$ cat config.mk
export PLATFORM = sky130hd
export DESIGN_NAME = urw_resume_wakeup
export DESIGN_NICKNAME = d
export VERILOG_FILES = /design/src/urw_pkg.sv /design/src/urw_line_sync.sv /design/src/urw_resume_wakeup.sv
export VERILOG_INCLUDE_DIRS = /design/src
export SDC_FILE = /design/constraint.sdc
export NUM_CORES = 1
export LEC_CHECK = 0
export BUFFER_PORTS_ARGS = -buffer_cell sky130_fd_sc_hd__buf_2
export CORE_AREA = 3 3 106 108
export CTS_CLUSTER_SIZE = 30
export DETAILED_ROUTE_END_ITERATION = 7
export DIE_AREA = 0 0 109 111
export GPL_TIMING_DRIVEN = 0
export PLACE_DENSITY = 0.79
export SLEW_MARGIN = 20
export SYNTH_ARGS = -nofsm -noshare
export SYNTH_HDL_FRONTEND = slang
export SYNTH_SLANG_ARGS = --single-unit
$ cat constraint.sdc
create_clock -name aclk -period 2.96 [get_ports aclk]
set_clock_uncertainty 0.05 [all_clocks]
set_input_delay 0.74 -clock aclk [delete_from_list [all_inputs] [get_ports aclk]]
set_output_delay 0.74 -clock aclk [all_outputs]
set_load 0.05 [all_outputs]
$ cat src/urw_regs.svh
// Register map, field positions, reset values and timing counts of the
// resume and remote wakeup block.
// Assumes a 40 MHz aclk and a 32-bit AXI4-Lite register bus.
`ifndef URW_REGS_SVH
`define URW_REGS_SVH

// Byte offsets of the registers
`define URW_OFF_STATUS 8'h00
`define URW_OFF_MASK 8'h04
`define URW_OFF_CLEAR 8'h08
`define URW_OFF_TXVC 8'h0c
`define URW_OFF_CTRL 8'h10
`define URW_OFF_STATE 8'h14

// Interrupt bit positions, shared by status, mask and clear
`define URW_IRQ_WAKE 0
`define URW_IRQ_SUSP 1
`define URW_IRQ_RWDONE 2
`define URW_IRQ_W 3

// Other field positions
`define URW_TXVC_DIS 0
`define URW_CTRL_RWREQ 0
`define URW_STATE_SUSP 0
`define URW_STATE_HOLDOFF 1
`define URW_STATE_KDRIVE 2

// Reset values
`define URW_RST_MASK 3'h0
`define URW_RST_TRANSCEIVER_DISABLE 1'b0

// AXI responses
`define URW_RESP_OKAY 2'h0
`define URW_RESP_SLVERR 2'h2

// Clock rate and times in their own units
`define URW_CLK_HZ 40000000
`define URW_CYC_PER_US (`URW_CLK_HZ / 1000000)
`define URW_T_SUSP_US 3000
`define URW_T_HOLDOFF_US 5000
`define URW_T_DRAIN_MAX_US 10000
`define URW_T_K_MIN_US 1000
`define URW_T_K_MAX_US 15000
`define URW_T_K_HOLD_US 5000
`define URW_T_RES_DEB_US 1

// Derived cycle counts: time times whole cycles per microsecond, which rounds down
`define URW_SUSP_CYC (`URW_T_SUSP_US * `URW_CYC_PER_US)
`define URW_HOLDOFF_CYC (`URW_T_HOLDOFF_US * `URW_CYC_PER_US)
`define URW_DRAIN_MAX_CYC (`URW_T_DRAIN_MAX_US * `URW_CYC_PER_US)
`define URW_K_MIN_CYC (`URW_T_K_MIN_US * `URW_CYC_PER_US)
`define URW_K_MAX_CYC (`URW_T_K_MAX_US * `URW_CYC_PER_US)
`define URW_K_HOLD_CYC (`URW_T_K_HOLD_US * `URW_CYC_PER_US)
`define URW_RES_DEB_CYC (`URW_T_RES_DEB_US * `URW_CYC_PER_US)

`endif

$ cat src/urw_pkg.sv
// Types of the resume and remote wakeup block.
// Assumes nothing beyond a SystemVerilog compiler.
package urw_pkg;

    // Remote wakeup sequencer, Gray coded along the path
    typedef enum logic [1:0] {
        URW_ST_IDLE = 2'b00,
        URW_ST_HOLDOFF = 2'b01,
        URW_ST_KDRIVE = 2'b11,
        URW_ST_DONE = 2'b10
    } urw_state_t;

    // Sampled bus line levels
    typedef struct packed {
        logic dp;
        logic dm;
    } urw_line_t;

    // Pull-up and wakeup current controls toward the board
    typedef struct packed {
        logic dp_pullup;
        logic dm_pullup;
        logic drain;
    } urw_drive_t;

endpackage : urw_pkg

$ cat src/urw_line_sync.sv
// Two-stage synchroniser for the sampled bus lines.
// Assumes the lines change with no relation to aclk.
`timescale 1ns/100ps
`default_nettype none

module urw_line_sync #(
    parameter int WIDTH = 2
) (
    input wire logic aclk,
    input wire logic aresetn,
    input wire logic [WIDTH-1:0] async_in,
    output logic [WIDTH-1:0] sync_out
);

    logic [WIDTH-1:0] meta;

    // First stage feeds only the second
    always_ff @(posedge aclk) begin
        if (!aresetn) begin
            meta <= '0;
            sync_out <= '0;
        end else begin
            meta <= async_in;
            sync_out <= meta;
        end
    end

endmodule : urw_line_sync

`default_nettype wire

$ cat src/urw_resume_wakeup.sv
// Suspend, host resume detection and device remote wakeup for a
// full-speed USB device port, with an AXI4-Lite register slave.
// Assumes line_dp/line_dm are raw receiver levels (asynchronous) and
// that master_clk_en comes from clock control logic on aclk.
`timescale 1ns/100ps
`default_nettype none
`include "urw_regs.svh"

module urw_resume_wakeup #(
    parameter int SUSP_CYC = `URW_SUSP_CYC,
    parameter int HOLDOFF_CYC = `URW_HOLDOFF_CYC,
    parameter int K_HOLD_CYC = `URW_K_HOLD_CYC,
    parameter int RES_DEB_CYC = `URW_RES_DEB_CYC,
    parameter int CW = 20
) (
    input wire logic aclk,
    input wire logic aresetn,
    input wire logic [7:0] s_awaddr,
    input wire logic s_awvalid,
    output logic s_awready,
    input wire logic [31:0] s_wdata,
    input wire logic [3:0] s_wstrb,
    input wire logic s_wvalid,
    output logic s_wready,
    output logic [1:0] s_bresp,
    output logic s_bvalid,
    input wire logic s_bready,
    input wire logic [7:0] s_araddr,
    input wire logic s_arvalid,
    output logic s_arready,
    output logic [31:0] s_rdata,
    output logic [1:0] s_rresp,
    output logic s_rvalid,
    input wire logic s_rready,
    input wire logic master_clk_en,
    input wire logic line_dp,
    input wire logic line_dm,
    output logic dp_pullup_en,
    output logic dm_pullup_en,
    output logic wake_current_en,
    output logic transceiver_disable,
    output logic irq
);

    // K hold kept inside the legal window whatever the parameter says
    function automatic logic [CW-1:0] clamp_k(input int cyc);
        int c;
        c = cyc;
        if (c < `URW_K_MIN_CYC) begin
            c = `URW_K_MIN_CYC;
        end
        if (c > `URW_K_MAX_CYC) begin
            c = `URW_K_MAX_CYC;
        end
        clamp_k = c[CW-1:0];
    endfunction : clamp_k

    // Register select from a byte address
    function automatic logic [2:0] reg_sel(input logic [7:0] addr);
        case (addr)
            `URW_OFF_STATUS: reg_sel = 3'h1;
            `URW_OFF_MASK: reg_sel = 3'h2;
            `URW_OFF_CLEAR: reg_sel = 3'h3;
            `URW_OFF_TXVC: reg_sel = 3'h4;
            `URW_OFF_CTRL: reg_sel = 3'h5;
            `URW_OFF_STATE: reg_sel = 3'h6;
            default: reg_sel = 3'h0;
        endcase
    endfunction : reg_sel

    localparam logic [CW-1:0] SUSP_LAST = CW'(SUSP_CYC - 1);
    localparam logic [CW-1:0] HOLDOFF_N = CW'(HOLDOFF_CYC);
    localparam logic [CW-1:0] K_LAST = clamp_k(K_HOLD_CYC) - CW'(1);
    localparam logic [CW-1:0] DEB_LAST = CW'(RES_DEB_CYC - 1);

    urw_pkg::urw_line_t line_raw;
    urw_pkg::urw_line_t line_s;
    urw_pkg::urw_state_t state;
    urw_pkg::urw_state_t next_state;
    urw_pkg::urw_drive_t next_drive;
    logic [`URW_IRQ_W-1:0] usb_irq_status_reg;
    logic [`URW_IRQ_W-1:0] usb_irq_mask_reg;
    logic [`URW_IRQ_W-1:0] irq_set;
    logic [`URW_IRQ_W-1:0] irq_clr;
    logic [7:0] aw_addr;
    logic [31:0] w_data;
    logic [3:0] w_strb;
    logic wr_go;
    logic wr_ok;
    logic [2:0] wr_sel;
    logic rd_go;
    logic [2:0] rd_sel;
    logic rw_req;
    logic suspended;
    logic [CW-1:0] idle_cnt;
    logic [CW-1:0] age_cnt;
    logic [CW-1:0] deb_cnt;
    logic [CW-1:0] k_cnt;
    logic line_j;
    logic line_k;
    logic susp_hit;
    logic resume_hit;
    logic boot;

    // Receiver levels brought onto aclk
    assign line_raw.dp = line_dp;
    assign line_raw.dm = line_dm;

    urw_line_sync #(
        .WIDTH(2)
    ) u_sync (
        .aclk(aclk),
        .aresetn(aresetn),
        .async_in(line_raw),
        .sync_out(line_s)
    );

    assign line_j = line_s.dp && !line_s.dm;
    assign line_k = !line_s.dp && line_s.dm;

    // Bus events
    assign susp_hit = !suspended && line_j && (idle_cnt == SUSP_LAST);
    assign resume_hit = suspended && line_k && (state != urw_pkg::URW_ST_KDRIVE)
        && (deb_cnt == DEB_LAST);

    // Idle J time toward suspend
    always_ff @(posedge aclk) begin
        if (!aresetn) begin
            idle_cnt <= '0;
        end else if (suspended || !line_j) begin
            idle_cnt <= '0;
        end else if (idle_cnt != SUSP_LAST) begin
            idle_cnt <= idle_cnt + CW'(1);
        end
    end

    // Suspended flag; left on host resume, own resume end, or bus reset
    always_ff @(posedge aclk) begin
        if (!aresetn) begin
            suspended <= 1'b0;
        end else if (susp_hit) begin
            suspended <= 1'b1;
        end else if (resume_hit || state == urw_pkg::URW_ST_DONE) begin
            suspended <= 1'b0;
        end else if (suspended && !line_s.dp && !line_s.dm) begin
            suspended <= 1'b0;
        end
    end

    // Time spent in suspend, saturating once the holdoff is met
    always_ff @(posedge aclk) begin
        if (!aresetn) begin
            age_cnt <= '0;
        end else if (!suspended) begin
            age_cnt <= '0;
        end else if (age_cnt != HOLDOFF_N) begin
            age_cnt <= age_cnt + CW'(1);
        end
    end

    // Host K debounce while suspended and not driving ourselves
    always_ff @(posedge aclk) begin
        if (!aresetn) begin
            deb_cnt <= '0;
        end else if (!suspended || !line_k || state == urw_pkg::URW_ST_KDRIVE) begin
            deb_cnt <= '0;
        end else if (deb_cnt != DEB_LAST) begin
            deb_cnt <= deb_cnt + CW'(1);
        end
    end

    // Remote wakeup sequencer
    always_comb begin
        next_state = state;
        case (state)
            urw_pkg::URW_ST_IDLE: begin
                if (rw_req && suspended) begin
                    next_state = urw_pkg::URW_ST_HOLDOFF;
                end
            end
            urw_pkg::URW_ST_HOLDOFF: begin
                if (!suspended) begin
                    next_state = urw_pkg::URW_ST_IDLE;
                end else if (age_cnt == HOLDOFF_N) begin
                    next_state = urw_pkg::URW_ST_KDRIVE;
                end
            end
            urw_pkg::URW_ST_KDRIVE: begin
                if (k_cnt == K_LAST) begin
                    next_state = urw_pkg::URW_ST_DONE;
                end
            end
            urw_pkg::URW_ST_DONE: begin
                next_state = urw_pkg::URW_ST_IDLE;
            end
            default: begin
                next_state = urw_pkg::URW_ST_IDLE;
            end
        endcase
    end

    always_ff @(posedge aclk) begin
        if (!aresetn) begin
            state <= urw_pkg::URW_ST_IDLE;
        end else begin
            state <= next_state;
        end
    end

    // K hold length
    always_ff @(posedge aclk) begin
        if (!aresetn) begin
            k_cnt <= '0;
        end else if (state != urw_pkg::URW_ST_KDRIVE) begin
            k_cnt <= '0;
        end else begin
            k_cnt <= k_cnt + CW'(1);
        end
    end

    // Pull-up and current controls for the coming state
    always_comb begin
        next_drive.dp_pullup = !transceiver_disable;
        next_drive.dm_pullup = 1'b0;
        next_drive.drain = 1'b0;
        if (next_state == urw_pkg::URW_ST_KDRIVE) begin
            next_drive.dp_pullup = 1'b0;
            next_drive.dm_pullup = 1'b1;
            next_drive.drain = 1'b1;
        end
    end

    // Drive outputs; current draw and K start on the same edge
    always_ff @(posedge aclk) begin
        if (!aresetn) begin
            dp_pullup_en <= 1'b0;
            dm_pullup_en <= 1'b0;
            wake_current_en <= 1'b0;
        end else begin
            dp_pullup_en <= next_drive.dp_pullup;
            dm_pullup_en <= next_drive.dm_pullup;
            wake_current_en <= next_drive.drain;
        end
    end

    // Write address and data taken in either order
    assign wr_go = !boot && !s_awready && !s_wready && !s_bvalid;
    assign wr_sel = reg_sel(aw_addr);
    assign wr_ok = wr_go && master_clk_en && (wr_sel != 3'h0);

    always_ff @(posedge aclk) begin
        if (!aresetn) begin
            s_awready <= 1'b0;
            aw_addr <= 8'h00;
        end else if (s_awvalid && s_awready) begin
            s_awready <= 1'b0;
            aw_addr <= s_awaddr;
        end else if (boot || wr_go) begin
            s_awready <= 1'b1;
        end
    end

    always_ff @(posedge aclk) begin
        if (!aresetn) begin
            s_wready <= 1'b0;
            w_data <= 32'h0000_0000;
            w_strb <= 4'h0;
        end else if (s_wvalid && s_wready) begin
            s_wready <= 1'b0;
            w_data <= s_wdata;
            w_strb <= s_wstrb;
        end else if (boot || wr_go) begin
            s_wready <= 1'b1;
        end
    end

    // Write response; ready flags rise on the first edge after reset
    always_ff @(posedge aclk) begin
        if (!aresetn) begin
            boot <= 1'b1;
            s_bvalid <= 1'b0;
            s_bresp <= `URW_RESP_OKAY;
        end else begin
            boot <= 1'b0;
            if (wr_go) begin
                s_bvalid <= 1'b1;
                s_bresp <= wr_ok ? `URW_RESP_OKAY : `URW_RESP_SLVERR;
            end else if (s_bvalid && s_bready) begin
                s_bvalid <= 1'b0;
            end
        end
    end

    // Software controls
    assign irq_clr = (wr_ok && w_strb[0] && (wr_sel == 3'h1 || wr_sel == 3'h3))
        ? w_data[`URW_IRQ_W-1:0] : '0;
    assign irq_set = {state == urw_pkg::URW_ST_DONE, susp_hit, resume_hit};

    always_ff @(posedge aclk) begin
        if (!aresetn) begin
            usb_irq_mask_reg <= `URW_RST_MASK;
            transceiver_disable <= `URW_RST_TRANSCEIVER_DISABLE;
            rw_req <= 1'b0;
        end else begin
            rw_req <= wr_ok && w_strb[0] && wr_sel == 3'h5 && w_data[`URW_CTRL_RWREQ];
            if (wr_ok && w_strb[0] && wr_sel == 3'h2) begin
                usb_irq_mask_reg <= w_data[`URW_IRQ_W-1:0];
            end
            if (wr_ok && w_strb[0] && wr_sel == 3'h4) begin
                transceiver_disable <= w_data[`URW_TXVC_DIS];
            end
        end
    end

    // Sticky events; a set in the clearing cycle wins
    always_ff @(posedge aclk) begin
        if (!aresetn) begin
            usb_irq_status_reg <= '0;
        end else begin
            usb_irq_status_reg <= (usb_irq_status_reg & ~irq_clr) | irq_set;
        end
    end

    // Level interrupt from unmasked status
    always_ff @(posedge aclk) begin
        if (!aresetn) begin
            irq <= 1'b0;
        end else begin
            irq <= |(usb_irq_status_reg & usb_irq_mask_reg);
        end
    end

    // Read channel, answered on the same edge that takes the address
    assign rd_go = s_arvalid && s_arready;
    assign rd_sel = reg_sel(s_araddr);

    always_ff @(posedge aclk) begin
        if (!aresetn) begin
            s_arready <= 1'b0;
            s_rvalid <= 1'b0;
            s_rdata <= 32'h0000_0000;
            s_rresp <= `URW_RESP_OKAY;
        end else if (boot) begin
            s_arready <= 1'b1;
        end else if (rd_go) begin
            s_arready <= 1'b0;
            s_rvalid <= 1'b1;
            s_rdata <= 32'h0000_0000;
            s_rresp <= `URW_RESP_OKAY;
            if (!master_clk_en || rd_sel == 3'h0) begin
                s_rresp <= `URW_RESP_SLVERR;
            end else begin
                case (rd_sel)
                    3'h1: s_rdata[`URW_IRQ_W-1:0] <= usb_irq_status_reg;
                    3'h2: s_rdata[`URW_IRQ_W-1:0] <= usb_irq_mask_reg;
                    3'h4: s_rdata[`URW_TXVC_DIS] <= transceiver_disable;
                    3'h6: begin
                        s_rdata[`URW_STATE_SUSP] <= suspended;
                        s_rdata[`URW_STATE_HOLDOFF] <= state == urw_pkg::URW_ST_HOLDOFF;
                        s_rdata[`URW_STATE_KDRIVE] <= state == urw_pkg::URW_ST_KDRIVE;
                    end
                    default: s_rdata <= 32'h0000_0000;
                endcase
            end
        end else if (s_rvalid && s_rready) begin
            s_rvalid <= 1'b0;
            s_arready <= 1'b1;
        end
    end

endmodule : urw_resume_wakeup

`default_nettype wire

==> results.md <==
- Status: finished clean
- Layout fillers: 884
- Sequential share of the synthesized area: 42.3%
- Core Box Area: 10300 sq um
- Root Driver: clkbuf_8
- H-tree levels: 4
- Max IR drop VDD: 0.598 mV
- Synthesis-to-layout area growth: 18.5%
- Clock buffer depth: 2
- CTS clk-pin slew, worst paths: 60 ps
- Syn Area/Cell: 8.38 sq um
- N_diodes: 0
- Nets: 840
- Detailed placement HPWL: 8.97 mm
- R2r endpoint: dm_pullup_en
- Crit path time final: 2170 ps
- Initial antenna violation count: 0
- Number of global-route vias before repair: 4804
- Maxcap violations: 0
- Worst EP required: 3280 ps
- Antenna Violating Nets Remaining: 0
- Via density: 5.66
- Cell Area, Synth: 5720 sq um
- Worst r2r path cells: 6
- Hold path endpoint: u_sync.sync_out[0]
- Total global-route track usage: 21.7%
- Crit path from: age_cnt[0]
- Slew @ Worst Pin: 829 ps
- Slew margin rel.: 44.3%
- Post-CTS Setup Inserts: 0
- Commonest non-fill, non-tap cell in the layout: dfxtp_1
- Die W: 109 um
- YS warnings: 0
- Cell count after synthesis: 683
- Drc violations: 0
- Wire length per cell: 13.8 um
- Total gr overflow: 0
- Post-CTS Hold Buffers: 0
- FFs w/ async S/R, synth: 0%
- Leak pwr: 2.39 nW
- Final setup TNS: 0 ps
- Hold Path Class: flip-flop to flip-flop
- Final Hold Viols: 0
- Hold wc startpoint: u_sync.meta[0]
- Setup CP Type: flip-flop to flip-flop
- Critical Path End Type: flip-flop
- Clk sinks: 121
- Period utilization: 73.4%
- Clk_lat worst skew: 520 ps
- DRT Pass-1 Iters: 6
- Top FF cell, synth: dfxtp_1
- Register bit total from synthesis: 121
- Reg-to-Reg Start: age_cnt[0]
- Via count: 5220
- Resized Gates After CTS: 0
- Setup crit start kind: flip-flop
- Post-Route WL: 12.7 mm
- Pins over their slew limit: 0
- Initial core utilization: 55.4%
- Synth cell types: 61
- Clock buffer count from CTS: 17
- Pwr/cell area: 568 nW/um^2
- First-pass GRT wire length: 21.5 mm
- Site row count: 37
- CTS tree: built
- Largest net degree at the start of global routing: 17
- Port bufs: 41
- Worst hold path depth: 1
- Crit path DAT: 2500 ps
- R2R setup slack: 790 ps
- Die area: 12100 sq um
- Layout cell share with drive strength beyond 1: 14.5%
- Final setup viols: 0
- RSZ-0062 raised after global routing: false
- Max Clk Rate: 460 MHz
- I/O Pins: 108
- DRT iter0 DRCs: 292
- Die Y: 111 um
- Critical path fanouts, max: 4
- Most frequent cells in the layout: 121 x dfxtp_1, 61 x a21oi_1, 55 x nor2_1
- EDFF count, synth: 0
- GPL Wtd Cong: 0.830
- Fin Hold WS: 385 ps
synth_stat cells (16+ instances only):
master	n	share of area [%]
o21ai_0	37	3.2
buf_4	32	4.2
nand3_1	49	4.3
xor2_1	18	2.8
clkbuf_1	20	1.3
dfxtp_1	121	42
or3_1	23	2.5
nor2_1	55	3.6
inv_1	19	1.2
nand2_1	51	3.3
xnor2_1	18	2.8
a21oi_1	61	5.3
nand4_1	25	2.7
nor4_1	16	1.7
routing by layer:
| metal | GRT usage [%] | share of wire [%] |
|---|---|---|
| met5 | 0 | 0 |
| met1 | 26.1 | 43 |
| met3 | 6.06 | 5.8 |
| met2 | 36.9 | 50 |
| met4 | 6.73 | 1.3 |
stage by stage:
stage | total power [mW] | cells | setup slack (ps) | instance area (sq um) | utilization, %
floorplan | 1.90 | 713 | 889 | 5830 | -
global placement | 1.94 | 890 | 475 | 6210 | 60.1
detailed placement | 1.94 | 890 | 373 | 6210 | 60.1
CTS | 3.87 | 922 | 764 | 6780 | 65.7
global route | 3.98 | 922 | 557 | 6780 | 65.7
finish | 3.85 | 922 | 787 | 6780 | 65.7
power breakdown:
group	switching, mW	total (mW)	internal, mW	leakage (nW)
clock network	0.757	1.94	1.19	0.270
registers	0.0179	1.67	1.65	0.978
logic	0.175	0.243	0.0687	1.14
cell type report:
cell class	count	area [sq um]	area share [%]
Multi-Input combinational cell	517	3010	44.3
Sequential cell	121	2420	35.7
Clock buffer	20	455	6.72
Buffer	55	329	4.85
Timing Repair Buffer	41	205	3.03
Tap cell	136	170	2.51
Clock inverter	12	118	1.73
Inverter	20	75.1	1.11
worst max-delay path by stage:
stage / to / slack (ps) / cells after the start
after floorplan: deb_cnt[17] / 890 / 5
after global placement: deb_cnt[18] / 480 / 5
after detailed placement: deb_cnt[17] / 370 / 5
after CTS: dm_pullup_en / 760 / 6
after global routing: deb_cnt[18] / 560 / 5
final: dm_pullup_en / 790 / 6
logic make-up after synthesis:
| kind of cell | Yosys count | synth area share [%] |
|---|---|---|
| simple gates | 305 | 29.2 |
| buf+inv | 75 | 7.06 |
| xor+xnor | 36 | 5.51 |
| other cells | 1 | 0.0656 |
| flops | 121 | 42.3 |
| fa+ha+maj | 5 | 1.09 |
| compound gates | 136 | 14.0 |
| mux | 4 | 0.722 |
critical path, stage by stage (launching register included):
cell     delay, ps
dfxtp_1        340
inv_1          120
ha_1           150
or3b_2         480
and3b_1        310
a31o_2         200
nor4b_1        390
Note: power is estimated with default switching activity, not from simulation.
